$ cat src/pcd_pkg.sv
// Package with constants and types for the power-condition descriptor block.
// ==========================================================================
// Functional notes
// - Flag bit 7 reports condition supported
// - Flag bit 6 reports timer savable
// - Flag bit 5 reports timer changeable
// - Flag bit 4 reports default timer enabled
// - Flag bit 3 reports saved timer enabled
// - Current-enabled flag reads zero while feature disabled
// - Timer runs only when enabled, non-zero, flagged
// - Default timer fixed at manufacture, 100 units of 100 ms
// - Saved timer holds set value; zero disables
// - Wait current timer after completion before entering
// - Current timer reads zero when not active
// - All-ones timer means saturated, never expires
// - Recovery time field, zero means unspecified
// - Recovery time unchanged across every reset
// - Minimum limit reported and kept across resets
// - Maximum limit reported and kept across resets
// - Descriptor occupies its 64-byte log slot
package pcd_pkg;

  // ==========================================================================
  // Register indices; byte address is four times the index.
  localparam logic [7:0] IDX_FLAGS    = 8'h01;
  localparam logic [7:0] IDX_DEFAULT  = 8'h04;
  localparam logic [7:0] IDX_SAVED    = 8'h08;
  localparam logic [7:0] IDX_CURRENT  = 8'h0C;
  localparam logic [7:0] IDX_RECOVERY = 8'h10;
  localparam logic [7:0] IDX_MIN      = 8'h14;
  localparam logic [7:0] IDX_MAX      = 8'h18;
  localparam logic [7:0] IDX_CTRL     = 8'h1C;
  localparam logic [7:0] IDX_SETVAL   = 8'h1D;
  localparam logic [7:0] IDX_STATUS   = 8'h1E;
  localparam logic [7:0] IDX_LOGBASE  = 8'h1F;

  // ==========================================================================
  // Field positions.
  localparam int unsigned CTRL_EPC_BIT  = 0;
  localparam int unsigned CTRL_SET_BIT  = 1;
  localparam int unsigned CTRL_SAVE_BIT = 2;
  localparam int unsigned CTRL_EN_BIT   = 3;
  localparam int unsigned STAT_REJ_BIT  = 0;
  localparam int unsigned STAT_RUN_BIT  = 1;
  localparam int unsigned STAT_ENT_BIT  = 2;

  // ==========================================================================
  // Values, reset values and timing.
  localparam logic [31:0] TIMER_SAT       = 32'hFFFF_FFFF;
  localparam logic [31:0] DEFAULT_TIMER   = 32'h0000_0064;
  localparam logic [31:0] RECOVERY_TIME   = 32'h0000_0000;
  localparam logic [31:0] MIN_TIMER       = 32'h0000_0001;
  localparam logic [31:0] MAX_TIMER       = 32'h0000_8CA0;
  localparam int unsigned DESC_BYTES      = 64;
  localparam int unsigned CLK_HZ          = 25000000;
  localparam int unsigned TIMER_UNIT_MS   = 100;
  localparam int unsigned UNIT_CYCLES     = CLK_HZ / 1000 * TIMER_UNIT_MS;
  localparam logic [1:0]  RESP_OKAY       = 2'h0;
  localparam logic [1:0]  RESP_SLVERR     = 2'h2;

  // ==========================================================================
  // Types.
  typedef struct packed {
    logic       supported;
    logic       savable;
    logic       changeable;
    logic       default_en;
    logic       saved_en;
    logic       current_en;
    logic [1:0] rsvd;
  } pcd_flags_t;

  typedef enum logic [2:0] {
    ST_OFF     = 3'h1,
    ST_COUNT   = 3'h2,
    ST_ENTERED = 3'h4
  } pcd_state_t;

endpackage

$ cat src/pcd_descriptor.sv
// Power-condition descriptor with its timer, reached over AXI4-Lite.
`timescale 1ns/10ps
module pcd_descriptor #(
  parameter int unsigned ADDR_W        = 8,
  parameter int unsigned TICK_CYCLES   = pcd_pkg::UNIT_CYCLES,
  parameter int unsigned SLOT          = 0,
  parameter logic        SUPPORTED     = 1'b1,
  parameter logic        SAVABLE       = 1'b1,
  parameter logic        CHANGEABLE    = 1'b1,
  parameter logic        DEFAULT_EN    = 1'b1,
  parameter logic [31:0] DEFAULT_TIMER = pcd_pkg::DEFAULT_TIMER,
  parameter logic [31:0] RECOVERY_TIME = pcd_pkg::RECOVERY_TIME,
  parameter logic [31:0] MIN_TIMER     = pcd_pkg::MIN_TIMER,
  parameter logic [31:0] MAX_TIMER     = pcd_pkg::MAX_TIMER
) (
  input  wire logic              mclk_in,
  input  wire logic              reset_n_in,
  input  wire logic              ce_in,
  input  wire logic [ADDR_W-1:0] s_axi_awaddr_in,
  input  wire logic              s_axi_awvalid_in,
  output logic                   s_axi_awready_out,
  input  wire logic [31:0]       s_axi_wdata_in,
  input  wire logic [3:0]        s_axi_wstrb_in,
  input  wire logic              s_axi_wvalid_in,
  output logic                   s_axi_wready_out,
  output logic [1:0]             s_axi_bresp_out,
  output logic                   s_axi_bvalid_out,
  input  wire logic              s_axi_bready_in,
  input  wire logic [ADDR_W-1:0] s_axi_araddr_in,
  input  wire logic              s_axi_arvalid_in,
  output logic                   s_axi_arready_out,
  output logic [31:0]            s_axi_rdata_out,
  output logic [1:0]             s_axi_rresp_out,
  output logic                   s_axi_rvalid_out,
  input  wire logic              s_axi_rready_in,
  input  wire logic              command_done_in,
  output logic                   condition_entered_out,
  output logic                   timer_running_out
);

  // ==========================================================================
  // Parameter checks.
  // Registers up to 0x7C need seven bits.
  if (ADDR_W < 7 || ADDR_W > 16) begin : g_bad_addr
    $error("ADDR_W must lie between 7 and 16");
  end
  if (TICK_CYCLES < 1) begin : g_bad_tick
    $error("TICK_CYCLES must be at least one");
  end

  // ==========================================================================
  // Declarations.
  logic [ADDR_W-1:0]  aw_addr_q;
  logic               aw_hold_q;
  logic [31:0]        w_data_q;
  logic [3:0]         w_strb_q;
  logic               w_hold_q;
  logic               bvalid_q;
  logic [1:0]         bresp_q;
  logic               rvalid_q;
  logic [1:0]         rresp_q;
  logic [31:0]        rdata_q;
  logic               wr_go;
  logic [7:0]         wr_idx;
  logic               epc_q;
  logic               epc_prev_q;
  logic [31:0]        setval_q;
  logic [31:0]        saved_q;
  logic               saved_en_q;
  logic [31:0]        current_q;
  logic               current_en_q;
  logic               reject_q;
  logic               set_req;
  logic               set_ok;
  logic               restart;
  logic               run_ok;
  logic               sat;
  logic [31:0]        tick_q;
  logic [31:0]        units_q;
  pcd_pkg::pcd_state_t state_q;
  pcd_pkg::pcd_state_t state_d;
  pcd_pkg::pcd_flags_t flags;
  logic [31:0]        current_view;

  // ==========================================================================
  // Address decode shared by the read and write paths.
  function automatic logic [7:0] reg_idx(input logic [ADDR_W-1:0] addr);
    logic [15:0] wide;
    wide = 16'(addr);
    reg_idx = wide[9:2];
  endfunction

  function automatic logic is_mapped(input logic [ADDR_W-1:0] addr);
    logic [7:0] idx;
    idx = reg_idx(addr);
    is_mapped = (addr[1:0] == 2'h0) &&
                (idx == pcd_pkg::IDX_FLAGS ||
                 idx == pcd_pkg::IDX_DEFAULT ||
                 idx == pcd_pkg::IDX_SAVED ||
                 idx == pcd_pkg::IDX_CURRENT ||
                 idx == pcd_pkg::IDX_RECOVERY ||
                 idx == pcd_pkg::IDX_MIN ||
                 idx == pcd_pkg::IDX_MAX ||
                 idx == pcd_pkg::IDX_CTRL ||
                 idx == pcd_pkg::IDX_SETVAL ||
                 idx == pcd_pkg::IDX_STATUS ||
                 idx == pcd_pkg::IDX_LOGBASE);
  endfunction

  // ==========================================================================
  // Descriptor view.
  // Support masks every flag, so an
  // absent condition reads as zeros.
  always_comb begin
    flags            = '0;
    flags.supported  = SUPPORTED;
    flags.savable    = SUPPORTED & SAVABLE;
    flags.changeable = SUPPORTED & CHANGEABLE;
    flags.default_en = SUPPORTED & DEFAULT_EN;
    flags.saved_en   = SUPPORTED & saved_en_q;
    flags.current_en = SUPPORTED & epc_q & current_en_q;
    flags.rsvd       = 2'h0;
  end

  // Gating the readout rather than the stored value keeps current_q intact while hidden,
  // but switching the feature on again reloads it from saved_q.
  assign current_view = flags.current_en ? current_q : 32'h0000_0000;

  function automatic logic [31:0] read_word(input logic [7:0] idx);
    case (idx)
      pcd_pkg::IDX_FLAGS:    read_word = {24'h00_0000, flags};
      pcd_pkg::IDX_DEFAULT:  read_word = SUPPORTED ? DEFAULT_TIMER : 32'h0;
      pcd_pkg::IDX_SAVED:    read_word = SUPPORTED ? saved_q : 32'h0;
      pcd_pkg::IDX_CURRENT:  read_word = current_view;
      pcd_pkg::IDX_RECOVERY: read_word = RECOVERY_TIME;
      pcd_pkg::IDX_MIN:      read_word = MIN_TIMER;
      pcd_pkg::IDX_MAX:      read_word = MAX_TIMER;
      pcd_pkg::IDX_CTRL:     read_word = {31'h0, epc_q};
      pcd_pkg::IDX_SETVAL:   read_word = setval_q;
      pcd_pkg::IDX_STATUS:   read_word = {29'h0, condition_entered_out,
                                          timer_running_out, reject_q};
      pcd_pkg::IDX_LOGBASE:  read_word = 32'(SLOT * pcd_pkg::DESC_BYTES);
      default:               read_word = 32'h0000_0000;
    endcase
  endfunction

  // ==========================================================================
  // AXI4-Lite write channel.
  // Readies drop while an answer waits,
  // so one write at most is in flight.
  assign s_axi_awready_out = !aw_hold_q && !bvalid_q;
  assign s_axi_wready_out  = !w_hold_q && !bvalid_q;
  assign s_axi_bvalid_out  = bvalid_q;
  assign s_axi_bresp_out   = bresp_q;
  assign wr_go             = aw_hold_q && w_hold_q && !bvalid_q;
  assign wr_idx            = reg_idx(aw_addr_q);

  // Call only from clocked code: it reads
  // wr_go, which an assign would not see.
  function automatic logic wr_hit(input logic [7:0] idx);
    wr_hit = wr_go && (aw_addr_q[1:0] == 2'h0) && (wr_idx == idx);
  endfunction

  always_ff @(posedge mclk_in or negedge reset_n_in) begin
    if (!reset_n_in) begin
      aw_addr_q <= '0;
      aw_hold_q <= 1'b0;
      w_data_q  <= 32'h0000_0000;
      w_strb_q  <= 4'h0;
      w_hold_q  <= 1'b0;
      bvalid_q  <= 1'b0;
      bresp_q   <= pcd_pkg::RESP_OKAY;
    end else if (ce_in) begin
      if (s_axi_awvalid_in && s_axi_awready_out) begin
        aw_addr_q <= s_axi_awaddr_in;
        aw_hold_q <= 1'b1;
      end
      if (s_axi_wvalid_in && s_axi_wready_out) begin
        w_data_q <= s_axi_wdata_in;
        w_strb_q <= s_axi_wstrb_in;
        w_hold_q <= 1'b1;
      end
      if (wr_go) begin
        aw_hold_q <= 1'b0;
        w_hold_q  <= 1'b0;
        bvalid_q  <= 1'b1;
        // Only the control registers take writes; the descriptor is read-only.
        if (wr_hit(pcd_pkg::IDX_CTRL) ||
            wr_hit(pcd_pkg::IDX_SETVAL) ||
            wr_hit(pcd_pkg::IDX_STATUS)) begin
          bresp_q <= pcd_pkg::RESP_OKAY;
        end else begin
          bresp_q <= pcd_pkg::RESP_SLVERR;
        end
      end else if (bvalid_q && s_axi_bready_in) begin
        bvalid_q <= 1'b0;
      end
    end
  end

  // ==========================================================================
  // AXI4-Lite read channel.
  // Read data is captured once and
  // holds until rready takes it.
  assign s_axi_arready_out = !rvalid_q;
  assign s_axi_rvalid_out  = rvalid_q;
  assign s_axi_rdata_out   = rdata_q;
  assign s_axi_rresp_out   = rresp_q;

  always_ff @(posedge mclk_in or negedge reset_n_in) begin
    if (!reset_n_in) begin
      rvalid_q <= 1'b0;
      rresp_q  <= pcd_pkg::RESP_OKAY;
      rdata_q  <= 32'h0000_0000;
    end else if (ce_in) begin
      if (s_axi_arvalid_in && !rvalid_q) begin
        rvalid_q <= 1'b1;
        if (is_mapped(s_axi_araddr_in)) begin
          rresp_q <= pcd_pkg::RESP_OKAY;
          rdata_q <= read_word(reg_idx(s_axi_araddr_in));
        end else begin
          rresp_q <= pcd_pkg::RESP_SLVERR;
          rdata_q <= 32'h0000_0000;
        end
      end else if (rvalid_q && s_axi_rready_in) begin
        rvalid_q <= 1'b0;
      end
    end
  end

  // ==========================================================================
  // Set-timer requests.
  // A zero value is accepted whenever epc_q is set on a changeable condition, because it is how software turns the
  // condition off; every other value must sit inside the reported limits, a limit of zero setting no bound.
  assign set_req = wr_go && (aw_addr_q[1:0] == 2'h0) && (wr_idx == pcd_pkg::IDX_CTRL) &&
                   w_strb_q[0] && w_data_q[pcd_pkg::CTRL_SET_BIT];
  assign set_ok  = SUPPORTED && CHANGEABLE && epc_q &&
                   ((setval_q == 32'h0) ||
                    (((MIN_TIMER == 32'h0) || (setval_q >= MIN_TIMER)) &&
                     ((MAX_TIMER == 32'h0) || (setval_q <= MAX_TIMER))));

  always_ff @(posedge mclk_in or negedge reset_n_in) begin
    if (!reset_n_in) begin
      epc_q      <= 1'b0;
      epc_prev_q <= 1'b0;
      setval_q   <= 32'h0000_0000;
    end else if (ce_in) begin
      epc_prev_q <= epc_q;
      if (wr_hit(pcd_pkg::IDX_CTRL) && w_strb_q[0]) begin
        epc_q <= w_data_q[pcd_pkg::CTRL_EPC_BIT];
      end
      // Strobes patch single bytes.
      if (wr_hit(pcd_pkg::IDX_SETVAL)) begin
        for (int b = 0; b < 4; b++) begin
          if (w_strb_q[b]) begin
            setval_q[8*b +: 8] <= w_data_q[8*b +: 8];
          end
        end
      end
    end
  end

  // Saved and current timers. Reset brings back the factory default.
  always_ff @(posedge mclk_in or negedge reset_n_in) begin
    if (!reset_n_in) begin
      saved_q      <= DEFAULT_TIMER;
      saved_en_q   <= DEFAULT_EN;
      current_q    <= DEFAULT_TIMER;
      current_en_q <= DEFAULT_EN;
    end else if (ce_in) begin
      if (set_req && set_ok) begin
        current_q    <= setval_q;
        current_en_q <= w_data_q[pcd_pkg::CTRL_EN_BIT];
        if (SAVABLE && w_data_q[pcd_pkg::CTRL_SAVE_BIT]) begin
          saved_q    <= setval_q;
          saved_en_q <= w_data_q[pcd_pkg::CTRL_EN_BIT];
        end
      end else if (epc_q && !epc_prev_q) begin
        // Enabling reloads the saved timer.
        current_q    <= saved_q;
        current_en_q <= saved_en_q;
      end
    end
  end

  // Rejection flag is sticky; a new rejection beats a clear in the same cycle.
  always_ff @(posedge mclk_in or negedge reset_n_in) begin
    if (!reset_n_in) begin
      reject_q <= 1'b0;
    end else if (ce_in) begin
      if (set_req && !set_ok) begin
        reject_q <= 1'b1;
      end else if (wr_hit(pcd_pkg::IDX_STATUS) && w_strb_q[0] &&
                   w_data_q[pcd_pkg::STAT_REJ_BIT]) begin
        reject_q <= 1'b0;
      end
    end
  end

  // ==========================================================================
  // Power-condition timer.
  // Support is fixed at build time, so an
  // absent condition never counts.
  assign run_ok  = epc_q && SUPPORTED && current_en_q && (current_q != 32'h0);
  assign sat     = (current_q == pcd_pkg::TIMER_SAT);
  assign restart = command_done_in || (set_req && set_ok);

  // Completions and accepted set-timers
  // send the timer back to counting.
  always_comb begin
    state_d = state_q;
    case (state_q)
      pcd_pkg::ST_OFF: begin
        if (run_ok) begin
          state_d = pcd_pkg::ST_COUNT;
        end
      end
      pcd_pkg::ST_COUNT: begin
        if (!run_ok) begin
          state_d = pcd_pkg::ST_OFF;
        end else if (!restart && !sat && (units_q >= current_q)) begin
          state_d = pcd_pkg::ST_ENTERED;
        end
      end
      pcd_pkg::ST_ENTERED: begin
        if (!run_ok) begin
          state_d = pcd_pkg::ST_OFF;
        end else if (restart) begin
          state_d = pcd_pkg::ST_COUNT;
        end
      end
      default: begin
        state_d = pcd_pkg::ST_OFF;
      end
    endcase
  end

  // The state freezes while ce_in is low.
  always_ff @(posedge mclk_in or negedge reset_n_in) begin
    if (!reset_n_in) begin
      state_q <= pcd_pkg::ST_OFF;
    end else if (ce_in) begin
      state_q <= state_d;
    end
  end

  // Units of 100 ms are counted from the last completion or accepted set-timer; the count saturates,
  // and the sat check in the state logic keeps an all-ones setting from ever expiring.
  always_ff @(posedge mclk_in or negedge reset_n_in) begin
    if (!reset_n_in) begin
      tick_q  <= 32'h0000_0000;
      units_q <= 32'h0000_0000;
    end else if (ce_in) begin
      if (state_q != pcd_pkg::ST_COUNT || restart) begin
        tick_q  <= 32'h0000_0000;
        units_q <= 32'h0000_0000;
      end else if (tick_q == 32'(TICK_CYCLES - 1)) begin
        tick_q <= 32'h0000_0000;
        if (units_q != pcd_pkg::TIMER_SAT) begin
          units_q <= units_q + 32'h0000_0001;
        end
      end else begin
        tick_q <= tick_q + 32'h0000_0001;
      end
    end
  end

  // Outputs decode the one-hot state, so
  // they move only on a clock edge.
  assign condition_entered_out = (state_q == pcd_pkg::ST_ENTERED);
  assign timer_running_out     = (state_q == pcd_pkg::ST_COUNT);

endmodule

$ cat config.mk
export PLATFORM = sky130hd
export DESIGN_NAME = pcd_descriptor
export DESIGN_NICKNAME = d
export VERILOG_FILES = /design/src/pcd_pkg.sv /design/src/pcd_descriptor.sv
export SDC_FILE = /design/constraint.sdc
export NUM_CORES = 1
export LEC_CHECK = 0
export BUFFER_PORTS_ARGS = -buffer_cell sky130_fd_sc_hd__buf_2
export CELL_PAD_IN_SITES_DETAIL_PLACEMENT = 0
export CELL_PAD_IN_SITES_GLOBAL_PLACEMENT = 1
export CORE_UTILIZATION = 43
export CTS_CLUSTER_DIAMETER = 40
export DETAILED_ROUTE_END_ITERATION = 10
export HOLD_SLACK_MARGIN = 0.15
export PLACE_DENSITY_LB_ADDON = 0.1
export SLEW_MARGIN = 20
export SYNTH_ARGS = -nofsm -noshare
export SYNTH_HDL_FRONTEND = slang
export SYNTH_SLANG_ARGS = --single-unit
$ cat constraint.sdc
create_clock -name mclk_in -period 2.75 [get_ports mclk_in]
set_clock_uncertainty 0.05 [all_clocks]
set_input_delay 0.4125 -clock mclk_in [delete_from_list [all_inputs] [get_ports mclk_in]]
set_output_delay 0.4125 -clock mclk_in [all_outputs]
set_load 0.02 [all_outputs]
Word-level counts from Yosys, hierarchy flattened
Index checks and enable logic that the tools add are counted.
{ "classes": {"add_sub_neg": 2, "multipliers": 0, "div": 0, "order_cmp": 3, "eq_ne": 24, "shift": 0, "muxes": 30, "bitwise_logic": 1, "n_reduce_logical": 80} }
{ "op_table": {"columns": ["cell", "count"], "rows": [
  ["32-bit two-way mux", 9],
  ["32-bit case mux with 9 select lines", 1],
  ["32-bit by 1-bit adder with 32-bit output, second input constant", 2],
  ["6-bit by 5-bit equality test with 1-bit output, second input constant", 10],
  ["32-bit by 22-bit equality test with 1-bit output, second input constant", 1],
  ["32-bit equality test, second input constant", 1],
  ["32-bit by 1-bit >= comparator with 1-bit output, second input constant", 1],
  ["32-bit >= comparator", 1],
  ["32-bit by 16-bit <= comparator with 1-bit output, second input constant", 1],
  ["32-bit logical NOT", 1],
  ["32-bit inequality test, second input constant", 1],
  ["32-bit nonzero test", 1],
  ["1-bit logical AND", 27],
  ["2-bit AND reduction", 11],
  ["3-bit AND reduction", 6],
  ["2-bit nonzero test", 8],
  ["1-bit logical OR", 15],
  ["3-bit two-way mux", 5],
  ["6-bit by 4-bit equality test with 1-bit output, second input constant", 2],
  ["1-bit two-way mux", 12],
  ["3-bit case mux with 3 select lines", 1],
  ["1-bit logical NOT", 8],
  ["6-bit by 1-bit equality test with 1-bit output, second input constant", 1],
  ["6-bit by 3-bit equality test with 1-bit output, second input constant", 1],
  ["10 further kinds", 13]
]} }
{ "totals": {"reg_bits": 252, "latchBits": 0, "mem_bits_rw": 0, "rom_bits": 0, "input_bits": 61, "out_inout_bits": 43, "elab_cells": 164, "mem_count": 0} }

Depth between registers and ports, before layout
Gate-level depths: netlist of run 1.
{ "logic_depth": {"ltp_word": 14, "depth_mapped": 9, "ltp_nobuf": 9} }

Worst setup path after synthesis of run 1
No wires, ideal clock.
{ "synth_path": {"path_kind": "reg-to-reg", "from": "register state_q[2]", "to": "register units_q[3]", "setup_ps": 96, "t_arrival_ps": 2487, "t_required_ps": 2604, "setup_slack_ps": 117, "path_stages_with_launch": 8, "synth_period_minus_slack_ps": 2633, "path_cell_list": "dfrtp_1 > nor3b_1 > nand2_1 > a21oi_2 > buf_2 > clkbuf_1 > nand4_1 > o31ai_1"} }
{ "synth_between": {"elab_chain_len": 4, "word_cells_on_any_way": 6} }
{ "synth_lines": {"columns": ["item", "line_no", "rtl"], "rows": [
  ["start, declared", "pcd_descriptor.sv:80", "pcd_pkg::pcd_state_t state_q;"],
  ["start signal, assigned", "pcd_descriptor.sv:341", "state_q <= pcd_pkg::ST_OFF;"],
  ["start signal, assigned", "pcd_descriptor.sv:343", "state_q <= state_d;"],
  ["3-bit by 2-bit inequality test with 1-bit output (*)", "pcd_descriptor.sv:354", "if (state_q != pcd_pkg::ST_COUNT || restart) begin"],
  ["1-bit logical OR (*)", "pcd_descriptor.sv:354", null],
  ["2-bit nonzero test (no source line)", null, null],
  ["3-bit AND reduction (no source line)", null, null],
  ["end signal, assigned", "pcd_descriptor.sv:360", "units_q <= units_q + 32'h0000_0001;"],
  ["end, declared", "pcd_descriptor.sv:79", "logic [31:0] units_q;"]
]} }
Every way passes the cells marked *; elsewhere a longest branch is shown, timed or not.
A chain may end at the register's enable or synchronous reset.

Worst setup path after layout of run 1
{ "layout_path": {"from": "register setval_q[15]", "to": "register saved_q[3]"} }
{ "layout_between": {"elab_chain_len": 6, "word_cells_on_any_way": 8} }
{ "layout_lines": {"columns": ["item", "line_no", "rtl"], "rows": [
  ["start, declared", "pcd_descriptor.sv:67", "logic [31:0] setval_q;"],
  ["start signal, assigned by index", "pcd_descriptor.sv:256", "setval_q[8*b +: 8] <= w_data_q[8*b +: 8];"],
  ["32-bit by 1-bit >= comparator with 1-bit output / 32-bit by 16-bit <= comparator with 1-bit output (equally long branches)", "pcd_descriptor.sv:239, pcd_descriptor.sv:240", null],
  ["1-bit logical AND", "pcd_descriptor.sv:239", "(((MIN_TIMER == 32'h0) || (setval_q >= MIN_TIMER)) &&"],
  ["1-bit logical OR (*)", "pcd_descriptor.sv:238", "((setval_q == 32'h0) ||"],
  ["1-bit logical AND (*)", "pcd_descriptor.sv:237", "assign set_ok = SUPPORTED && CHANGEABLE && epc_q &&"],
  ["1-bit logical AND (*)", "pcd_descriptor.sv:271", "if (set_req && set_ok) begin"],
  ["3-bit AND reduction (no source line) (*)", null, null],
  ["end signal, assigned", "pcd_descriptor.sv:275", "saved_q <= setval_q;"],
  ["end, declared", "pcd_descriptor.sv:68", "logic [31:0] saved_q;"]
]} }
Marks and branches as above.

==> metrics.md, run 1 <==
| Metric | Value |
|---|---|
| Status | complete, no violations |
| Sequential cell fraction of total power | 0.394 |
| Slew @ Worst Pin | approximately 0.68 ns |
| Area growth from synthesis to layout | 29.9% |
| Worst Setup Path Type | reg2reg |
| Reg2reg start | setval_q[15] |
| Startpoint Class | register |
| Dpl cell area | about 14000 um2 |
| Total CTS buffers | 43 |
| Post-Layout Cell Count | 1825 |
| Post-DR wirelength/cell | 17.8 um |
| EDFF count, synth | 0 |
| TNS Setup | 0 ns |
| Worst setup EP type | register |
| Syn avg cell area | 10.3 um2 |
| # IOs | 104 |
| Clock Latency Late Sink | 0.53 ns |
| Clk slew on worst S/H paths | 0.06 ns |
| Most common cell after layout, fill and taps aside | dfrtp_1 |
| First-pass GRT wire length | 52400 um |
| Vias per inst | 5.42 |
| Largest net degree at the start of global routing | 74 |
| 1st-pass router iterations | 6 |
| Worst Setup SP | setval_q[15] |
| Cells on worst reg2reg path | 8 |
| Fin crit share | 0.973 |
| HP Start | ce_in |
| Final min period | about 2.7 ns |
| Lkg Pwr | 7.22 nW |
| Worst VDD drop | between 0.6 and 0.7 mV |
| Clock buffer depth | 3 |
| Dpl hpwl | 22800 um |
| Power per Cell Area | 690 nW/um2 |
| CTS tree | built |
| Sw Pwr | 2.60 mW |
| Mapped cell area | roughly 12000 um2 |
| Total track usage | 0.229 |
| Top cells by area, synth | dfrtp_1 (49%), mux2_2 (8.6%), nand2_1 (4.7%) |
| Ys async rst share | 1.00 |
| Net Sw Frac | 0.237 |
| DRC viols | 0 |
| Syn Inst Count | 1189 |
| Final worst setup slack | 0.0749 ns |
| Antenna-violating nets left | 0 |
| N_diodes | 0 |
| Fin area | 15900 um2 |
| Slew HR | 0.549 |
| Hold Violations, Final | 0 |
| Max-cap violations | 0 |
| 1st-iter DRT viols | 653 |
| Most frequent cells in the layout | dfrtp_1 (241), nand2_1 (155), buf_2 (100) |
| Crit path arrival time | 3.01 ns |
| H-tree Lvls | 2 |
| Hold Path Depth | 4 |
| Min-Delay Path Class | in2reg |
| Comb pwr share | 0.092 |
| Die footprint | 29200 um2 |
| Initial core utilization | 0.439 |
| CP Max Fanout | 18 |
| Synth Flop Type | dfrtp_1 |
| Clk root buf | clkbuf_16 |
| Core area | 27900 um2 |
| Place WS | 0.0121 ns |
| Internal power | 8.39 mW |
| Flops & latches, synth | between 200 and 300 |
| # rows | 61 |
| Clock share of power | 0.515 |
| Remaining global-route overflow | 0 |
| Via count | 9885 |
| Post-layout util | 0.570 |
| Placed Cells | between 1500 and 2000 |
| Initial antenna violation count | 0 |
| Warnings from Yosys | 0 |
| Share of the yosys chip area belonging to registers | 0.511 |
| Synth cell types | 74 |
| Die height | 171 um |
| Required time of the critical path | about 3.1 ns |
| Die W | 171 um |
| Layout cells sized above 1 | 0.267 |
| WL final | 32500 um |
| Final nets | about 1500 |
| Share of the synthesized area in the top cell type | 0.492 |
| Clk sinks | 250 |
| Number of global-route vias before repair | 9631 |
| Pins Over Slew Limit | 0 |
| Fmax | approximately 370 MHz |
| PortBufs | roughly 100 |
| Final setup fails | 0 |
| Area leader, netlist | dfrtp_1 |
| Placer Congestion | 0.827 |
-- cells by family after synthesis --
| family | synth area share |
|---|---|
| XOR/XNOR | 0.0271 |
| multiplexers | 0.101 |
| flip-flops | 0.511 |
| AND/OR/NAND/NOR | 0.171 |
| other | 0.000306 |
| buffers and inverters | 0.0337 |
| AO/OA/AOI/OAI | 0.120 |
| adder cells (fa/ha/maj) | 0.0355 |
-- state kept, by name, indices dropped and copies added, names as in the netlist, 4 cells and up --
| name | count |
|---|---|
| setval_q | 32 |
| saved_q | 32 |
| aw_addr_q | 8 |
| s_axi_rdata_out | 32 |
| current_q | 32 |
| tick_q | 32 |
| units_q | 32 |
| w_data_q | 32 |
| w_strb_q | 4 |
-- power by group through the flow --
| stage | clock network (mW) | logic (mW) | registers (mW) |
|---|---|---|---|
| floorplan | 0 | 0.582 | 4.31 |
| global placement | 0 | 0.914 | 4.37 |
| detailed placement | 0 | 0.938 | 4.38 |
| CTS | 5.75 | 0.992 | 4.32 |
| global route | 5.93 | 1.10 | 4.38 |
| finish | 5.66 | 1.01 | 4.32 |
-- final timing paths --
check	endpoint	slack, ns
setup / recovery	saved_q[3]	0.07
hold / removal	s_axi_rvalid_out	0.29
setup reg to reg	saved_q[3]	0.07
hold reg to reg	s_axi_rresp_out[1]	0.42
max in group asynchronous	state_q[0]	1.46
min in group asynchronous	units_q[8]	0.40
-- cell type report --
cell class / instances / area, um2
clock buffers: 53 / 1170
clock inverters: 24 / 364
fillers: 2469 / 12000
inverters: 53 / 199
multi-input cells: 836 / 5720
flip-flops and latches: 250 / 6270
well taps: 378 / 473
repair buffers: 231 / 1730
-- cell usage after synthesis, types with 3 or more instances --
master       n
o22ai_1      3
o2bb2ai_1    3
nand3_1     33
buf_2        9
mux2_2      94
ha_1        34
a2111oi_2    4
nand2b_1     8
a31oi_1      4
and3_1      10
buf_1        4
clkbuf_1    35
or2_2        3
dfrtp_1    241
o21ai_1      8
mux2i_1     18
nand4_1     33
nor4b_1      3
buf_4        3
a222oi_1    23
o21ai_0     84
a211oi_1     3
a21o_1       5
or3_1        9
and4_1       6
nor3b_1      8
nand2_1    155
inv_1       53
a22oi_1      4
xnor2_1     24
a21oi_1     48
nor2b_1     19
dfstp_2      9
o31ai_1      4
xor2_1      14
nor3_1       9
a2111oi_0    4
nor4_1      25
o21a_1       4
or4_1        4
nor2_1      82
-- timing repair --
action                     4_1_cts  5_1_grt
setup endpoints to repair        0       94
hold endpoints to repair       106        0
hold buffers                    49        0
buffers inserted                 0        0
resized for setup                0       20
-- metal layers --
metal	vias up	global-route usage	routed length (um)
li1	4750	-	-
met1	4877	0.321	15500
met2	217	0.365	15100
met3	41	0.0386	1410
met4	0	0.0606	520
met5	-	0	0
-- critical path: stages, from the launching register on --
cell	delay (ns)
dfrtp_1	0.36
or4_1	0.52
o22a_1	0.23
o21ai_4	0.23
buf_4	0.16
and2_1	0.20
and4_4	0.25
buf_12	0.17
mux2_2	0.34
-- metrics by stage --
step           hold slack [ns]  power, mW
2_1_floorplan           0.0669       4.89
3_3_place_gp             0.389       5.28
3_5_place_dp             0.395       5.32
6_report                 0.287       11.0
5_1_grt                  0.305       11.4
4_1_cts                  0.258       11.1
No activity file was read; power rests on OpenSTA's default activity.
==> inputs of run 2 (changes only) <==
CORE_UTILIZATION = 47   (was 43)
clock period = 2.62 ns   (was 2.75 ns; I/O delays follow)
==> run 2 against run 1 <==
  * Combinational power increased by 17%
  * Setup slack got worse by 0.049 ns
  * Power rose by 4.6%
  * Critical path type unchanged
==> metrics.md, run 2 (synthesis results as in run 1) <==
| Metric | Value |
|---|---|
| Worst Setup SP | setval_q[15] |
| DRC viols | 0 |
| Clk slew on worst S/H paths | about 0.06 ns |
| Post-DR wirelength/cell | 18.1 um |
| Most common cell after layout, fill and taps aside | dfrtp_1 |
| Area growth from synthesis to layout | 32.2% |
| Post-layout util | 0.638 |
| Pwr Total | between 10 and 15 mW |
| Critical-path cell list | or4_1 > o22a_1 > o21ai_4 > a21oi_4 > a211o_4 > or4_1 > a21oi_1 |
| 1st-pass router iterations | 6 |
| Final worst setup slack | around 0.026 ns |
| R2r setup slk | 0.03 ns |
| Final setup fails | 0 |
| Die footprint | 26700 um2 |
| # rows | 58 |
| Largest net degree at the start of global routing | 67 |
| Power per Cell Area | roughly 700 nW/um2 |
| Die height | ~160 um |
| Crit path arrival time | 2.98 ns |
| Startpoint Class | register |
| Die W | roughly 160 um |
| WL final | 32800 um |
| Min-Delay Path Class | in2reg |
| Placed Cells | about 1700 |
| N_diodes | 0 |
| Number of global-route vias before repair | ~10000 |
| First-pass GRT wire length | between 50000 and 60000 um |
| Critical path buffers and inverters | 0 |
| RSZ-0062 raised after global routing | true |
| Post-Layout Cell Count | 1819 |
| # IOs | ~100 |
| Busiest grt layer | met2 |
| Required time of the critical path | roughly 3 ns |
| Core area | 25400 um2 |
| Dpl hpwl | 22700 um |
| PortBufs | around 100 |
| Vias per inst | 5.53 |
| Filler cell count | around 2100 |
| Fin crit share | 0.990 |
| Clock buffer depth | 3 |
| Remaining global-route overflow | 0 |
| Lkg Pwr | 7.43 nW |
| Initial core utilization | 0.483 |
| Layout cells sized above 1 | 0.295 |
| Max-cap violations | 0 |
| CP Max Fanout | 8 |
| Clock Latency Late Sink | 0.52 ns |
| Initial antenna violation count | 0 |
| TNS Setup | 0 ns |
| Pins Over Slew Limit | 0 |
| Clk sinks | 250 |
| Worst setup EP type | register |
| 1st-iter DRT viols | 704 |
| Reg2reg start | setval_q[15] |
| HP Start | ce_in |
| Top delay family on crit path | compound AO/OA/AOI/OAI gates |
| CTS tree | built |
| Clk root buf | clkbuf_16 |
| Worst VDD drop | 0.577 mV |
| Slew @ Worst Pin | 0.703 ns |
| Most frequent cells in the layout | dfrtp_1 (240), nand2_1 (155), buf_4 (113) |
| H-tree Lvls | 2 |
| Met1 Resource Use GR | 0.346 |
| Placer Congestion | 0.830 |
| Final nets | 1552 |
| Max incr delay on CP | 0.52 ns |
| Place WS | -0.0936 ns |
| Final min period | 2.59 ns |
| Fmax | 385 MHz |
| Hold Violations, Final | 0 |
| Status | complete, no violations |
| Antenna-violating nets left | 0 |
| Slew HR | 0.530 |
| Slowest cell on crit path | or4_1 |
| Worst Setup Path Type | reg2reg |
| Total track usage | 0.252 |
| Via count | around 10000 |
| Total CTS buffers | 40 |
| Met3 Use GR | 0.0401 |
| Min Hold Slack | around 0.24 ns |
| CP dominant cell by count | or4_1 |
| M2 GR Usage | 0.409 |
| Fin area | 16200 um2 |
| Dpl cell area | between 10000 and 15000 um2 |
-- run 2: cell count changes in the layout (fill, tap and decap cells not counted), sizes merged --
cell	delta
clkinv	+1
clkbuf	-1
buf	+44
bufinv	+1
clkinvlp	-1
a211o	+1
inv	-3
-- run 2: worst reg2reg max path: stages (launching register included) --
cell and delay, ns:
dfrtp_1 0.38, or4_1 0.52, o22a_1 0.21, o21ai_4 0.26, a21oi_4 0.14, a211o_4 0.41
or4_1 0.41, a21oi_1 0.14
-- run 2: power by group --
part	internal, mW	switching, mW
logic	0.629	0.547
registers	4.27	0.249
clock network	3.93	1.87
total	8.83	2.67
-- run 2: layer usage --
layer | part of all wire | routed length [um] | up-vias
li1 | - | - | 4838
met1 | 0.47 | 15300 | 4966
met2 | 0.47 | 15400 | 205
met3 | 0.041 | 1360 | 54
met4 | 0.022 | 723 | 0
met5 | 0 | 0 | -
-- run 2: cell type report --
cell class	count	area, um2	share of cell area
sequential	250	6270	0.387
multi-input combinational	837	5790	0.357
timing repair buffer	275	2050	0.127
clock buffer	52	1130	0.0696
tap	330	413	0.0255
clock inverter	22	363	0.0224
inverter	53	199	0.0123
-- run 2: timing repair --
item                                    CTS  global route
hold buffers                             49             0
endpoints found under the hold margin   104             0
endpoints found under the setup margin   17           106
pin swaps                                 1            15
cloned                                    0             1
resized for setup                         8            25
setup buffers                             0             2
-- run 2: path summary, 6_finish.rpt --
check	to	depth (start not counted)
worst max-delay path	units_q[22]	7
max in group asynchronous	setval_q[11]	3
worst min register to register	s_axi_rdata_out[29]	2
worst min-delay path	s_axi_rvalid_out	4
worst max register to register	units_q[22]	7
min in group asynchronous	current_q[12]	2
==> inputs of run 3 (changes only) <==
==> constraint.sdc (replaced) <==
create_clock -name mclk_in -period 2.62 [get_ports mclk_in]
set_clock_uncertainty 0.05 [all_clocks]
set_input_delay 0.262 -clock mclk_in [delete_from_list [all_inputs] [get_ports mclk_in]]
set_output_delay 0.262 -clock mclk_in [all_outputs]
set_load 0.02 [all_outputs]
==> run 3 against run 2 <==
  * Critical path depth unchanged
  * Non-clock buffer count down 3
  * Maximum frequency decreased by 0.35%
  * Sequential power barely moved
  * Die area unchanged
  * Via count is 0.40% lower
  * First-iteration DRC count grew 12%
  * Sequential cell count stayed put
  * Global-route usage down 0.18 points
  * Register-to-register slack is essentially flat
  * Largest cell class unchanged
  * Largest power group unchanged
==> metrics.md, run 3 (synthesis results as in run 1) <==
| Metric | Value |
|---|---|
| Status | complete, no violations |
| Core area | around 25000 um2 |
| Worst setup EP type | register |
| Total track usage | 0.250 |
| Min-Delay Path Class | in2async |
| Number of global-route vias before repair | between 10000 and 15000 |
| Initial antenna violation count | 0 |
| Pins Over Slew Limit | 0 |
| Total CTS buffers | 40 |
| Dpl hpwl | 22400 um |
| Filler cell count | between 2000 and 2500 |
| Hold Violations, Final | 0 |
| CP Max Fanout | 8 |
| Layout cells sized above 1 | 0.291 |
| Final min period | about 2.6 ns |
| TNS Setup | 0 ns |
| Placer Congestion | 0.799 |
| Final setup fails | 0 |
| Most common cell after layout, fill and taps aside | dfrtp_1 |
| DRC viols | 0 |
| Initial core utilization | 0.483 |
| Clock buffer depth | 3 |
| Final nets | 1549 |
| Reg area | 6270 um2 |
| Placed Cells | 1689 |
| Clk root buf | clkbuf_16 |
| Worst VDD drop | 0.705 mV |
| # rows | 58 |
| CP dominant cell by count | or4_1 |
| Startpoint Class | register |
| Clk sinks | 250 |
| Place WS | -0.0749 ns |
| Max incr delay on CP | 0.54 ns |
| 1st-pass router iterations | 5 |
| Slew @ Worst Pin | roughly 0.73 ns |
| RSZ-0062 raised after global routing | true |
| Die footprint | 26700 um2 |
| Clock Latency Late Sink | 0.53 ns |
| Via count | 10000 |
| Vias per inst | 5.53 |
| Largest net degree at the start of global routing | 67 |
| Critical-path cell list | or4_1 > o22a_1 > o21ai_4 > a21oi_4 > a211o_4 > or4_1 > a21oi_2 |
| Lkg Pwr | 7.40 nW |
| Antenna-violating nets left | 0 |
| Most frequent cells in the layout | dfrtp_1 (241), nand2_1 (155), buf_4 (108) |
| Pwr Total | 11.5 mW |
| PortBufs | 101 |
| 1st-iter DRT viols | 786 |
| Footprint of the multi-input gates | 5760 um2 |
| Remaining global-route overflow | 0 |
| Post-DR wirelength/cell | 17.8 um |
| Final worst setup slack | 0.0168 ns |
| CTS tree | built |
| Fmax | 384 MHz |
| Worst Setup Path Type | reg2reg |
| WL final | 32200 um |
| First-pass GRT wire length | approximately 53000 um |
| Die height | 164 um |
| Required time of the critical path | roughly 3 ns |
| # IOs | roughly 100 |
| Power per Cell Area | 711 nW/um2 |
| Slew HR | 0.512 |
| Clk slew on worst S/H paths | 0.05 ns |
| Crit path arrival time | 2.99 ns |
| Post-Layout Cell Count | 1814 |
| Slowest cell on crit path | or4_1 |
| Die W | 164 um |
| H-tree Lvls | 2 |
| Min Hold Slack | about 0.19 ns |
| Fin crit share | 0.994 |
| N_diodes | 0 |
| Max-cap violations | 0 |
| Area growth from synthesis to layout | 31.7% |
-- run 3: worst paths after layout --
kind / startpoint / end / slack [ns] / cells after the start
min in group mclk_in: command_done_in / state_q[1] / 0.21 / 5
hold reg to reg: s_axi_rdata_out[7] / s_axi_rdata_out[7] / 0.42 / 2
setup / recovery: setval_q[7] / units_q[24] / 0.02 / 7
max in group asynchronous: reset_n_in / tick_q[25] / 1.55 / 3
setup reg to reg: setval_q[7] / units_q[24] / 0.02 / 7
hold / removal: reset_n_in / s_axi_rdata_out[2] / 0.19 / 2
-- run 3: what timing repair did --
item,CTS,global route
pin swaps,2,13
gates cloned,0,1
hold endpoints to repair,293,0
endpoints found under the setup margin,33,116
setup buffers,0,1
resized for setup,7,22
hold buffers,51,0
-- run 3: stage by stage --
| stage | cell area, um2 | util |
|---|---|---|
| 3_5_place_dp | 14000 | 0.551 |
| 6_report | 16200 | 0.636 |
| 2_1_floorplan | 12300 | - |
| 3_3_place_gp | 14000 | 0.551 |
| 5_1_grt | 16200 | 0.636 |
| 4_1_cts | 16000 | 0.631 |
-- run 3: critical path, delay by kind of cell (launching register included) --
kind | cells | cell delay [ns]
simple gates | 2 | 0.97
compound gates | 5 | 1.12
flops | 1 | 0.37
-- run 3: report_power, final --
group | internal, mW | switching, mW
combinational | 0.624 | 0.552
sequential | 4.27 | 0.244
clock | 3.87 | 1.93
-- run 3: cell type report --
class | instances | share of cell area
timing repair buffer | 272 | 0.126
multi-input combinational | 837 | 0.357
sequential | 250 | 0.388
inverter | 53 | 0.0123
clock inverter | 28 | 0.0271
clock buffer | 44 | 0.0641
tap | 330 | 0.0256
-- run 3: routing by layer --
metal | vias up | track usage | share of wire
li1 | 4832 | - | -
met1 | 4899 | 0.348 | 0.46
met2 | 237 | 0.398 | 0.47
met3 | 55 | 0.0437 | 0.050
met4 | 0 | 0.0800 | 0.023
met5 | - | 0 | 0
